<file path="src/shmc_pkg.sv">
// shared constants and carrier types of the standby halt mode controller
package shmc_pkg;

    // halt mode selection encodings
    localparam logic [1:0] MODE_RUN        = 2'h0;
    localparam logic [1:0] MODE_STOP       = 2'h1;
    localparam logic [1:0] MODE_DEEP_IDLE  = 2'h2;
    localparam logic [1:0] MODE_PERIPH_IDLE = 2'h3;

    // reset values
    localparam logic [1:0] MODE_RESET      = MODE_RUN;
    localparam logic       RETAIN_RESET    = 1'h0;

    // level held on the clock output pin while halted in deep idle mode
    localparam logic       CLK_PIN_PARKED  = 1'h1;

    // synchroniser depth for pin inputs
    localparam int         SYNC_STAGES     = 2;

    // number of timer interrupt lines
    localparam int         TIMER_IRQS      = 4;

    // wake request sources, all active high
    typedef struct packed {
        logic                  nmi;
        logic                  ext_irq0;
        logic                  ext_irq1;
        logic [TIMER_IRQS-1:0] timer_irq;
        logic                  serial_receive_irq;
        logic                  serial_transmit_irq;
    } shmc_wake_s;

    // clock enables handed to the clock tree
    typedef struct packed {
        logic osc;
        logic watchdog;
        logic cpu;
        logic periph;
        logic core_rest;
    } shmc_clk_s;

    localparam shmc_clk_s CLK_ALL_ON = '{osc: 1'h1, watchdog: 1'h1,
        cpu: 1'h1, periph: 1'h1, core_rest: 1'h1};

endpackage

</file>
<file path="src/shmc_sync.sv">
// two-flip-flop synchroniser for pin inputs
module shmc_sync #(
    parameter int   WIDTH = 1,
    parameter logic [WIDTH-1:0] RESET_VALUE = '0
) (
    // clock and reset
    input  wire logic             clk,
    input  wire logic             reset_n,
    // data
    input  wire logic [WIDTH-1:0] async_in,
    output logic      [WIDTH-1:0] sync_out
);

    logic [WIDTH-1:0] meta;

    always_ff @(posedge clk or negedge reset_n) begin
        if (!reset_n) begin
            meta     <= RESET_VALUE;
            sync_out <= RESET_VALUE;
        end else begin
            meta     <= async_in;
            sync_out <= meta;
        end
    end

endmodule

</file>
<file path="src/shmc_pin_ctl.sv">
// next pin state while halted, by mode and drive retention
module shmc_pin_ctl #(
    parameter int PORT_W = 8,
    parameter int ZC_W   = 4
) (
    // halt status
    input  wire logic              halted,
    input  wire logic [1:0]        mode,
    input  wire logic              retain,
    // live values from the port logic
    input  wire logic [PORT_W-1:0] live_out,
    input  wire logic [PORT_W-1:0] live_oe,
    input  wire logic [PORT_W-1:0] live_pullup,
    input  wire logic [ZC_W-1:0]   live_zc,
    // values captured when halt was executed
    input  wire logic [PORT_W-1:0] snap_out,
    input  wire logic [PORT_W-1:0] snap_oe,
    input  wire logic [PORT_W-1:0] snap_pullup,
    input  wire logic [ZC_W-1:0]   snap_zc,
    // pin state to register
    output logic      [PORT_W-1:0] pin_out,
    output logic      [PORT_W-1:0] pin_oe,
    output logic      [PORT_W-1:0] pin_pullup,
    output logic                   pin_in_en,
    output logic      [ZC_W-1:0]   zc_bias
);

    always_comb begin
        pin_out    = live_out;
        pin_oe     = live_oe;
        pin_pullup = live_pullup;
        pin_in_en  = 1'h1;
        zc_bias    = live_zc;
        if (halted) begin
            // ports frozen at their pre-halt state
            pin_out    = snap_out;                         // [RULE_18]
            pin_oe     = snap_oe;                          // [RULE_18]
            pin_pullup = snap_pullup;                      // [RULE_12]
            zc_bias    = snap_zc;                          // [RULE_15]
            if (mode == shmc_pkg::MODE_STOP && !retain) begin // [RULE_13]
                // outputs float, input gates shut
                pin_oe    = '0;                            // [RULE_09] [RULE_14]
                pin_in_en = 1'h0;                          // [RULE_14]
            end
        end
    end

endmodule

</file>
<file path="src/shmc_controller.sv">
// standby halt mode controller: halt entry, clock gating, wake, pins
//
// How it works
// RULE_01: halt instruction enters halt with selected mode
// RULE_02: two-bit mode field, reset selects run
// RULE_03: deep idle: oscillator, watchdog only; pin high
// RULE_04: deep idle wakes on request, resumes synchronously
// RULE_05: deep idle wakes only on NMI or reset
// RULE_06: peripheral idle wakes with run timing
// RULE_07: peripheral idle clocks only timers, serial
// RULE_08: peripheral idle ignores ext_irq0 and ext_irq1
// RULE_09: stop halts everything, pins high impedance
// RULE_10: stop ends only by reset
// RULE_11: outside holds NMI high during stop
// RULE_12: pulled-up pins stay pulled up in stop
// RULE_13: retention set keeps outputs and inputs in stop
// RULE_14: retention clear floats outputs, disables inputs
// RULE_15: zero-cross bias kept during stop
// RULE_16: outside holds reset until oscillator stable
// RULE_17: outside holds level ext_irq0 through response
// RULE_18: other modes keep ports as at halt
// RULE_19: run wakes on all; peripheral_idle_mode on listed sources
// RULE_20: masked wake ends halt, flag left set
// RULE_21: finish halt bus cycle before gating clocks
module shmc_controller #(
    parameter int PORT_W = 8,
    parameter int ZC_W   = 4
) (
    // clock and reset
    input  wire logic                        clk,
    input  wire logic                        reset_n,
    // core: halt and configuration
    input  wire logic                        halt_exec,
    input  wire logic                        bus_idle,
    input  wire logic                        int_enable,
    input  wire logic                        mode_wr,
    input  wire logic [1:0]                  mode_wdata,
    input  wire logic                        retain_wr,
    input  wire logic                        retain_wdata,
    // external interrupt pins
    input  wire logic                        nmi_n,
    input  wire logic                        ext_irq0,
    input  wire logic                        ext_irq1,
    // internal interrupt requests
    input  wire logic [shmc_pkg::TIMER_IRQS-1:0] timer_irq,
    input  wire logic                        serial_receive_irq,
    input  wire logic                        serial_transmit_irq,
    // live port state
    input  wire logic [PORT_W-1:0]           port_out_live,
    input  wire logic [PORT_W-1:0]           port_oe_live,
    input  wire logic [PORT_W-1:0]           pullup_live,
    input  wire logic [ZC_W-1:0]             zc_live,
    // status and wake
    output logic [1:0]                       halt_mode_selection,
    output logic                             pin_drive_retention_alt,
    output logic                             halted,
    output logic                             wake,
    output logic                             wake_service,
    // clock tree
    output shmc_pkg::shmc_clk_s              clk_en,
    output logic                             clk_pin_hold,
    // pins
    output logic [PORT_W-1:0]                pin_out,
    output logic [PORT_W-1:0]                pin_oe,
    output logic [PORT_W-1:0]                pin_pullup,
    output logic                             pin_in_en,
    output logic [ZC_W-1:0]                  zc_bias
);

    typedef enum logic [1:0] {
        SH_ACTIVE,
        SH_DRAIN,
        SH_HALT,
        SH_RESTART
    } shmc_state_e;

    ////////////////////////////////////////////////////////////////////////
    // pin synchronisers and wake sources

    logic [2:0]           pins_sync;
    shmc_pkg::shmc_wake_s req;

    shmc_sync #(
        .WIDTH       (3),
        .RESET_VALUE (3'h1)
    ) u_sync (
        .clk      (clk),
        .reset_n  (reset_n),
        .async_in ({ext_irq1, ext_irq0, nmi_n}),
        .sync_out (pins_sync)
    );

    always_comb begin
        req.nmi                 = !pins_sync[0];
        req.ext_irq0            = pins_sync[1];
        req.ext_irq1            = pins_sync[2];
        req.timer_irq           = timer_irq;
        req.serial_receive_irq  = serial_receive_irq;
        req.serial_transmit_irq = serial_transmit_irq;
    end

    // which requests may end the halt in a given mode
    function automatic logic wake_allowed(input logic [1:0] m,
                                          input shmc_pkg::shmc_wake_s r);
        logic periph;
        periph = r.nmi || (|r.timer_irq) || r.serial_receive_irq
                 || r.serial_transmit_irq;
        case (m)
            shmc_pkg::MODE_RUN:
                wake_allowed = periph || r.ext_irq0 || r.ext_irq1; // [RULE_19]
            shmc_pkg::MODE_PERIPH_IDLE:
                wake_allowed = periph;                     // [RULE_08] [RULE_19]
            shmc_pkg::MODE_DEEP_IDLE:
                wake_allowed = r.nmi;                      // [RULE_05]
            default:
                wake_allowed = 1'h0;                       // [RULE_10]
        endcase
    endfunction

    ////////////////////////////////////////////////////////////////////////
    // configuration fields

    logic [1:0] next_mode_sel;
    logic       next_retain;

    always_comb begin
        next_mode_sel = halt_mode_selection;
        next_retain   = pin_drive_retention_alt;
        if (mode_wr) begin
            next_mode_sel = mode_wdata;                    // [RULE_02]
        end
        if (retain_wr) begin
            next_retain = retain_wdata;                    // [RULE_13]
        end
    end

    always_ff @(posedge clk or negedge reset_n) begin
        if (!reset_n) begin
            halt_mode_selection     <= shmc_pkg::MODE_RESET; // [RULE_02]
            pin_drive_retention_alt <= shmc_pkg::RETAIN_RESET;
        end else begin
            halt_mode_selection     <= next_mode_sel;
            pin_drive_retention_alt <= next_retain;
        end
    end

    ////////////////////////////////////////////////////////////////////////
    // halt sequencer

    shmc_state_e         state;
    shmc_state_e         next_state;
    logic [1:0]          active_mode;
    logic [1:0]          next_active_mode;
    logic                next_halted;
    logic                next_wake;
    logic                next_wake_service;
    logic                hit;
    shmc_pkg::shmc_clk_s next_clk_en;
    logic                next_clk_pin_hold;

    always_comb begin
        hit               = wake_allowed(active_mode, req);
        next_state        = state;
        next_active_mode  = active_mode;
        next_wake         = 1'h0;
        next_wake_service = 1'h0;
        case (state)
            SH_ACTIVE: begin
                if (halt_exec) begin
                    next_active_mode = halt_mode_selection; // [RULE_01]
                    next_state       = SH_DRAIN;
                end
            end
            SH_DRAIN: begin
                if (bus_idle) begin
                    next_state = SH_HALT;                  // [RULE_21]
                end
            end
            SH_HALT: begin
                if (hit) begin
                    if (active_mode == shmc_pkg::MODE_DEEP_IDLE) begin
                        next_state = SH_RESTART;           // [RULE_04]
                    end else begin
                        next_state        = SH_ACTIVE;     // [RULE_06]
                        next_wake         = 1'h1;
                        // masked request ends halt unserviced
                        next_wake_service = req.nmi || int_enable; // [RULE_20]
                    end
                end
            end
            SH_RESTART: begin
                next_state        = SH_ACTIVE;             // [RULE_04]
                next_wake         = 1'h1;
                next_wake_service = 1'h1;
            end
            default: begin
                next_state = SH_ACTIVE;
            end
        endcase

        next_halted       = (next_state == SH_HALT)
                            || (next_state == SH_RESTART);
        next_clk_en       = shmc_pkg::CLK_ALL_ON;
        next_clk_pin_hold = 1'h0;
        if (next_state == SH_HALT) begin
            next_clk_en.cpu = 1'h0;
            case (next_active_mode)
                shmc_pkg::MODE_PERIPH_IDLE: begin
                    next_clk_en.core_rest = 1'h0;          // [RULE_07]
                end
                shmc_pkg::MODE_DEEP_IDLE: begin
                    next_clk_en.core_rest = 1'h0;          // [RULE_03]
                    next_clk_en.periph    = 1'h0;
                    next_clk_pin_hold     = shmc_pkg::CLK_PIN_PARKED;
                end
                shmc_pkg::MODE_STOP: begin
                    next_clk_en = '0;                      // [RULE_09]
                end
                default: begin
                end
            endcase
        end else if (next_state == SH_RESTART) begin
            next_clk_en.cpu = 1'h0;                        // [RULE_04]
        end
    end

    always_ff @(posedge clk or negedge reset_n) begin
        if (!reset_n) begin
            state        <= SH_ACTIVE;
            active_mode  <= shmc_pkg::MODE_RESET;
            halted       <= 1'h0;
            wake         <= 1'h0;
            wake_service <= 1'h0;
            clk_en       <= shmc_pkg::CLK_ALL_ON;
            clk_pin_hold <= 1'h0;
        end else begin
            state        <= next_state;
            active_mode  <= next_active_mode;
            halted       <= next_halted;
            wake         <= next_wake;
            wake_service <= next_wake_service;
            clk_en       <= next_clk_en;
            clk_pin_hold <= next_clk_pin_hold;
        end
    end

    ////////////////////////////////////////////////////////////////////////
    // pin snapshot and pin state

    logic [PORT_W-1:0] snap_out;
    logic [PORT_W-1:0] snap_oe;
    logic [PORT_W-1:0] snap_pullup;
    logic [ZC_W-1:0]   snap_zc;
    logic [PORT_W-1:0] nx_pin_out;
    logic [PORT_W-1:0] nx_pin_oe;
    logic [PORT_W-1:0] nx_pin_pullup;
    logic              nx_pin_in_en;
    logic [ZC_W-1:0]   nx_zc_bias;
    logic              take_snap;

    assign take_snap = (state == SH_ACTIVE) && halt_exec;

    always_ff @(posedge clk or negedge reset_n) begin
        if (!reset_n) begin
            snap_out    <= '0;
            snap_oe     <= '0;
            snap_pullup <= '0;
            snap_zc     <= '0;
        end else if (take_snap) begin
            snap_out    <= port_out_live;                  // [RULE_18]
            snap_oe     <= port_oe_live;
            snap_pullup <= pullup_live;
            snap_zc     <= zc_live;
        end
    end

    shmc_pin_ctl #(
        .PORT_W (PORT_W),
        .ZC_W   (ZC_W)
    ) u_pin (
        .halted      (next_halted),
        .mode        (next_active_mode),
        .retain      (pin_drive_retention_alt),
        .live_out    (port_out_live),
        .live_oe     (port_oe_live),
        .live_pullup (pullup_live),
        .live_zc     (zc_live),
        .snap_out    (take_snap ? port_out_live : snap_out),
        .snap_oe     (take_snap ? port_oe_live : snap_oe),
        .snap_pullup (take_snap ? pullup_live : snap_pullup),
        .snap_zc     (take_snap ? zc_live : snap_zc),
        .pin_out     (nx_pin_out),
        .pin_oe      (nx_pin_oe),
        .pin_pullup  (nx_pin_pullup),
        .pin_in_en   (nx_pin_in_en),
        .zc_bias     (nx_zc_bias)
    );

    always_ff @(posedge clk or negedge reset_n) begin
        if (!reset_n) begin
            pin_out    <= '0;
            pin_oe     <= '0;
            pin_pullup <= '0;
            pin_in_en  <= 1'h1;
            zc_bias    <= '0;
        end else begin
            pin_out    <= nx_pin_out;
            pin_oe     <= nx_pin_oe;
            pin_pullup <= nx_pin_pullup;
            pin_in_en  <= nx_pin_in_en;
            zc_bias    <= nx_zc_bias;
        end
    end

    ////////////////////////////////////////////////////////////////////////
    // assertions

    property p_enter;
        @(posedge clk) disable iff (!reset_n)
        state == SH_ACTIVE && halt_exec
            |=> state == SH_DRAIN && active_mode == $past(halt_mode_selection);
    endproperty
    a_enter: assert property (p_enter)                     // [RULE_01]
        else $error("halt entry did not take selected mode");

    property p_drain;
        @(posedge clk) disable iff (!reset_n)
        state == SH_DRAIN && !bus_idle |=> state == SH_DRAIN && clk_en.cpu;
    endproperty
    a_drain: assert property (p_drain)                     // [RULE_21]
        else $error("clock gated before halt bus cycle ended");

    property p_deep_clocks;
        @(posedge clk) disable iff (!reset_n)
        state == SH_HALT && active_mode == shmc_pkg::MODE_DEEP_IDLE
            |-> clk_en.osc && clk_en.watchdog && !clk_en.core_rest
                && !clk_en.periph && clk_pin_hold;
    endproperty
    a_deep_clocks: assert property (p_deep_clocks)         // [RULE_03]
        else $error("deep idle clocks wrong");

    property p_deep_resume;
        @(posedge clk) disable iff (!reset_n)
        state == SH_HALT && active_mode == shmc_pkg::MODE_DEEP_IDLE && req.nmi
            |=> state == SH_RESTART && !wake ##1 wake && clk_en.core_rest;
    endproperty
    a_deep_resume: assert property (p_deep_resume)         // [RULE_04]
        else $error("deep idle resume not one cycle after restart");

    property p_deep_only_nmi;
        @(posedge clk) disable iff (!reset_n)
        state == SH_HALT && active_mode == shmc_pkg::MODE_DEEP_IDLE && !req.nmi
            |=> state == SH_HALT;
    endproperty
    a_deep_only_nmi: assert property (p_deep_only_nmi)     // [RULE_05]
        else $error("deep idle left halt without nmi");

    property p_periph_wake;
        @(posedge clk) disable iff (!reset_n)
        state == SH_HALT && active_mode == shmc_pkg::MODE_PERIPH_IDLE
            && (|req.timer_irq) |=> wake && state == SH_ACTIVE;
    endproperty
    a_periph_wake: assert property (p_periph_wake)         // [RULE_06]
        else $error("peripheral idle wake timing wrong");

    property p_periph_clocks;
        @(posedge clk) disable iff (!reset_n)
        state == SH_HALT && active_mode == shmc_pkg::MODE_PERIPH_IDLE
            |-> clk_en.periph && !clk_en.core_rest && !clk_en.cpu;
    endproperty
    a_periph_clocks: assert property (p_periph_clocks)     // [RULE_07]
        else $error("peripheral idle clocks wrong");

    property p_periph_ext;
        @(posedge clk) disable iff (!reset_n)
        state == SH_HALT && active_mode == shmc_pkg::MODE_PERIPH_IDLE
            && !req.nmi && !(|req.timer_irq) && !req.serial_receive_irq
            && !req.serial_transmit_irq |=> state == SH_HALT;
    endproperty
    a_periph_ext: assert property (p_periph_ext)           // [RULE_08]
        else $error("external irq ended peripheral idle");

    property p_stop;
        @(posedge clk) disable iff (!reset_n)
        state == SH_HALT && active_mode == shmc_pkg::MODE_STOP
            |=> state == SH_HALT && clk_en == '0 && !wake;
    endproperty
    a_stop: assert property (p_stop)                       // [RULE_10]
        else $error("stop left without reset");

    property p_stop_float;
        @(posedge clk) disable iff (!reset_n)
        state == SH_HALT && active_mode == shmc_pkg::MODE_STOP
            && !pin_drive_retention_alt |-> pin_oe == '0 && !pin_in_en;
    endproperty
    a_stop_float: assert property (p_stop_float)           // [RULE_14]
        else $error("stop pins not floated");

    property p_masked;
        @(posedge clk) disable iff (!reset_n)
        state == SH_HALT && active_mode != shmc_pkg::MODE_DEEP_IDLE
            && hit && !int_enable && !req.nmi |=> wake && !wake_service;
    endproperty
    a_masked: assert property (p_masked)                   // [RULE_20]
        else $error("masked wake was serviced");

endmodule

</file>
<file path="config.mk">
export PLATFORM = sky130hd
export DESIGN_NAME = shmc_controller
export DESIGN_NICKNAME = d
export VERILOG_FILES = /design/src/shmc_pkg.sv /design/src/shmc_sync.sv /design/src/shmc_pin_ctl.sv /design/src/shmc_controller.sv
export SDC_FILE = /design/constraint.sdc
export NUM_CORES = 1
export LEC_CHECK = 0
export BUFFER_PORTS_ARGS = -buffer_cell sky130_fd_sc_hd__buf_2
export CAP_MARGIN = 25
export CORE_MARGIN = 2
export CORE_UTILIZATION = 51
export DETAILED_ROUTE_END_ITERATION = 12
export PLACE_DENSITY = 0.78
export SYNTH_ARGS = -nofsm -noshare
export SYNTH_HDL_FRONTEND = slang
export SYNTH_SLANG_ARGS = --single-unit
</file>
<file path="constraint.sdc">
create_clock -name clk -period 2.27 [get_ports clk]
set_clock_uncertainty 0.15 [all_clocks]
set_input_delay 0.5675 -clock clk [delete_from_list [all_inputs] [get_ports clk]]
set_output_delay 0.5675 -clock clk [all_outputs]
set_load 0.02 [all_outputs]
</file>
**Yosys cells after proc, flatten, opt, wreduce, memory -nomap -nowiden**

Cells that the tools add are included.

- Logic and storage cells: 84
- Output and inout port bits: 41
- Bits in registers: 79

- Reductions and logical operators: 16
- Equal/unequal tests: 10
- Multiplexer cells: 34

Operators by type and width:

| kind | number |
|---|---|
| 2-to-1 mux 8 bit | 7 |
| equality test 2 bit, second input constant | 8 |
| 2-to-1 mux 2 bit | 8 |
| 2-to-1 mux 1 bit | 12 |
| 2-to-1 mux 4 bit | 2 |
| case mux 2 bit (4 select lines) | 1 |
| logical OR 1 bit | 7 |
| equality test 2 x 1 -> 1 bit, second input constant | 2 |
| logical NOT 2 bit | 2 |
| case mux 1 bit (2 select lines) | 2 |
| OR reduction 4 bit | 1 |
| 2-to-1 mux 3 bit | 1 |
| case mux 1 bit (3 select lines) | 1 |
| OR reduction 3 bit | 1 |
| logical AND 1 bit | 2 |
| logical NOT 1 bit | 2 |
| OR reduction 2 bit | 1 |

**Depth between registers and ports, before layout**

- Word-level depth: 12
- Mapped depth: 8
- Depth with buffers taken out: 7

**Modules after synthesis**

A second synthesis with hierarchy kept.

- Cells, all modules: 197
- Area, all modules: 3083.0 um^2

By module, submodules not included:

| module | cells each | area each (um^2) | instances |
|---|---|---|---|
| shmc_controller | 141 | 2479.9 | 1 |
| shmc_pin_ctl | 50 | 450.4 | 1 |
| shmc_sync | 6 | 152.6 | 1 |

**Worst setup path before layout**

No wires, ideal clock.

- Path kind: input to register
- Start point: input port halt_exec
- End point: register pin_oe[0]
- Arrival time: 1.916 ns
- Stages on the path: 8
- Buffers on the path: 1
- Slack: 0.125 ns
- Library setup time: 0.079 ns
- Cells stage by stage: nor3b_2 -> buf_4 -> mux2i_1 -> inv_1 -> ha_1 -> inv_1 -> o21ai_0 -> mux2i_1

- Cells in the longest elaborated chain, start to end: 6
- Elaborated cells between the ends (all ways): 13

Ends and longest elaborated chain:

| element | line | RTL |
|---|---|---|
| start: declaration | shmc_controller.sv:33 | `input wire logic halt_exec,` |
| 2-to-1 mux 2 bit | shmc_controller.sv:169 | `if (halt_exec) begin` |
| 2-to-1 mux 2 bit | shmc_controller.sv:167 | `case (state)` |
| named net next_active_mode[0] | shmc_controller.sv:153 | `logic [1:0] next_active_mode;` |
| equality test 2 x 1 -> 1 bit | shmc_pin_ctl.sv:40 | `if (mode == shmc_pkg::MODE_STOP && !retain) begin` |
| logical AND 1 bit | shmc_pin_ctl.sv:40 |  |
| 2-to-1 mux 8 bit | shmc_pin_ctl.sv:40 |  |
| 2-to-1 mux 8 bit | shmc_pin_ctl.sv:34 | `if (halted) begin` |
| named net nx_pin_oe[0] | shmc_controller.sv:255 | `logic [PORT_W-1:0] nx_pin_oe;` |
| end signal: assignment | shmc_controller.sv:308 | `pin_oe <= nx_pin_oe;` |
| end: declaration | shmc_controller.sv:64 | `output logic [PORT_W-1:0] pin_oe,` |

The timed path passes the listed nets, and every way through them passes these cells.
A chain may end at the register's enable or synchronous reset.

**Worst setup path after layout**

- Start point: register state[1]
- End point: register pin_pullup[4]

- Elaborated cells between the ends (all ways): 14

RTL lines:

| element | line | RTL |
|---|---|---|
| start: declaration | shmc_controller.sv:150 | `shmc_state_e state;` |
| start signal: assignment | shmc_controller.sv:237 | `state <= next_state;` |
| logical NOT 2 bit | shmc_controller.sv:261 | `assign take_snap = (state == SH_ACTIVE) && halt_exec;` |
| logical AND 1 bit | shmc_controller.sv:261 |  |
| 2-to-1 mux 8 bit | n/a |  |
| named net u_pin.snap_pullup[4] | shmc_pin_ctl.sv:18 | `input wire logic [PORT_W-1:0] snap_pullup,` |
| 2-to-1 mux 8 bit | shmc_pin_ctl.sv:34 |  |
| named net nx_pin_pullup[4] | shmc_controller.sv:256 | `logic [PORT_W-1:0] nx_pin_pullup;` |
| end signal: assignment | shmc_controller.sv:309 | `pin_pullup <= nx_pin_pullup;` |
| end: declaration | shmc_controller.sv:65 | `output logic [PORT_W-1:0] pin_pullup,` |

The timed path passes the listed nets, and every way through them passes these cells.

==> metrics <==
via count of the first global-routing pass=around 1900; cell taking the most area after synthesis=dfrtp_1; proportion of synthesized chip area in sequential cells=between 60% and 70%; standard-cell row count=28; Synth Flop Type=dfrtp_1; startpoint type of the worst setup path=flip-flop; total congestion overflow=0; vertical die dimension=81.9 um; net count after synthesis=around 250; pre-CTS WS=-0.00658 ns; total of hold buffers inserted after clock tree synthesis=0; Setup crit end kind=flip-flop; Pleak=between 1.5 and 2 nW; crit-path max FO=18; number of hold violations in the final report=0; power density cells=roughly 1400 nW/um2; cells after synthesis=195; simple-gate portion of the synthesized area=just under 3%; relative slew slack=about three fifths; XOR/XNOR Fraction of Synth Area=less than 1%; class of the worst hold path=input pin to asynchronous set/reset pin; multiplexer share of the synthesized area=23.6%; area fraction in compound gates after synthesis=around 3.8%; number of standard cells in the layout, taps in and fillers out=between 300 and 400; final count of pins violating max slew=0; adder and majority gate portion of the synthesized area=~1.2%; weighted congestion at the end of routability-driven global placement=0.696; reg2reg start=state[1]; clock tree from TritonCTS=done; CTS Buf Count=9; final layout net count=between 300 and 400; maximum clock frequency=just under 500 MHz; count of clock tree sinks=between 70 and 80; distinct cell type count after synthesis=29; Data arrival, critical path=2.09 ns; area of the core=just under 6000 um2; placed cell area=3640 um2; Total Routed Length=around 5500 um; library cell used as clock root buffer=clkbuf_8; most used standard cells in the synthesized netlist=dfrtp_1 (71), mux2_2 (36), inv_1 (15), mux2_4 (15), o21ai_0 (11); max-capacitance violation count=0; flip-flop and latch count after synthesis=roughly 80; DRT antenna net count=0; Mapped Avg Cell Area=about 16 um2; number of remaining DRC errors=0; Post CTS Setup Buffer Count=0; count of routing violations after the opening detailed-route iteration=just over 80; Worst Max-Slew Pin Slew=approximately 0.6 ns; x dimension of the die=just over 80 um; placed cell count=359; origin of the worst setup path=state[1]; final critical path time including I/O delays and setup=2.02 ns; result of the run=finished, final reports clean; most frequent cell after synthesis=dfrtp_1; setup repair after global routing missed its margin=no; leading post-synthesis cells by cell area=dfrtp_1 (57%), mux2_2 (13%), mux2_4 (7.3%); pin count of the biggest net entering global routing=between 40 and 50; total number of H-tree levels=3; CP required=2.34 ns; number of enable-type register cells in the synthesized netlist=0; cell area after technology mapping=3100 um2; initial standard-cell utilization of the core=approximately 53%; via count=around 1800; number of antenna violations at the first check in global routing=0; fin crit share=between 80% and 90%; maximum resistive drop on vdd=696 uV; share of layout cells above drive strength 1=58.0%; dominant combinational cell family by area after synthesis=multiplexers; clk slew on worst S/H paths=around 0.080 ns; area share of the leading cell type in the synthesized netlist=a little under three fifths; number of antenna diodes=0; number of iterations in the first detailed-routing pass=4; HPWL after detailed placement=~4000 um; Boundary Pins=88; wire length of the first global-routing pass=just under 9000 um; proportion of register bits with asynchronous set or reset after synthesis=100%; post-detailed-route wirelength per cell=approximately 15 um; Critical Setup Path Class=flip-flop to flip-flop; setup violators final=0; final standard cell area without fillers=approximately 3800 um2; smallest setup slack after layout=~0.25 ns; synth warn=0; Clk Latency, worst-skew pair=between 0.3 and 0.4 ns; Area growth syn-to-layout=22.9%; GRT Util Overall=between 10% and 20%; internal reg-to-reg setup slack=0.25 ns; buffers from clock root to sink, at most=2; number of buffers added on ports=87; vias per std cell=about 4.8; full die area=6710 um2; Fin Setup TNS=0 ns
area by class of cell:
type / count / area [um2]
clock buffers: 12 / 145
clock inverters: 4 / 23.8
flip-flops and latches: 78 / 1960
fillers: 456 / 2080
inverters: 15 / 56.3
well taps: 75 / 93.8
multi-input cells: 94 / 990
repair buffers: 97 / 538
flip-flops by register name (all words and copies together) (netlist names), 3 cells and up:
| signal | flops |
|---|---|
| snap_oe | 8 |
| clk_en | 4 |
| snap_zc | 4 |
| snap_pullup | 8 |
| pin_pullup | 8 |
| u_sync.sync_out | 3 |
| zc_bias | 4 |
| pin_out | 8 |
| pin_oe | 8 |
| snap_out | 8 |
| u_sync.meta | 3 |
metal layers:
| metal | up-vias | global-route usage, % | part of all wire [%] |
|---|---|---|---|
| li1 | 862 | - | - |
| met1 | 891 | 21.9 | 43 |
| met2 | 51 | 30.4 | 50 |
| met3 | 8 | 5.60 | 5.6 |
| met4 | 0 | 7.00 | 1.1 |
| met5 | - | 0 | 0 |
cells in the final DEF (no fill, tap or decap), drive strengths merged, types with 2 or more instances in the layout:
master  synthesis  layout
dfstp           7       7
mux2           51      51
nand3b          2       2
inv            15      15
clkbuf          3      12
mux2i          10      10
dfrtp          71      71
nand2           2       2
buf             5      97
o21ai          12      12
ha              3       3
nand3           2       2
clkinv          0       4
worst max-delay path, cell delays in order (launching register included):
cell and delay [ns]:
dfrtp_1 0.48, nor3b_4 0.30, buf_4 0.31, mux2_2 0.38, mux2_2 0.27
cell families after synthesis:
group	count (synthesis)
AO/OA/AOI/OAI	17
AND/OR/NAND/NOR	12
XOR/XNOR	1
buffers and inverters	23
flip-flops	78
adder cells (fa/ha/maj)	3
multiplexers	61
through the flow:
stage | util (%) | total power [mW] | hold slack, ns
finish | 64.7 | 5.22 | 0.0347
global route | 64.7 | 5.56 | 0.0704
CTS | 64.7 | 5.28 | 0.0480
detailed placement | 61.8 | 4.37 | 0.187
global placement | 61.8 | 4.29 | 0.182
floorplan | - | 3.77 | 0.122
worst paths after layout:
check	end	cells after the start
min in group clk	u_sync.meta[0]	1
worst max-delay path	pin_pullup[4]	4
worst min register to register	u_sync.sync_out[2]	0
worst max register to register	pin_pullup[4]	4
max in group asynchronous	clk_en[1]	2
worst min-delay path	u_sync.sync_out[1]	1
repair_timing:
action | in CTS | in global routing
resized for setup | 0 | 1
endpoints found under the setup margin | 0 | 7
endpoints found under the hold margin | 0 | 0
report_power, final:
group          total [mW]  internal [mW]  leakage (nW)  switching (mW)
logic                2.14           1.01         0.837            1.13
registers            2.18           1.98         0.913           0.200
clock network       0.896          0.424        0.0901           0.472
No activity file was read; power rests on OpenSTA's default activity.
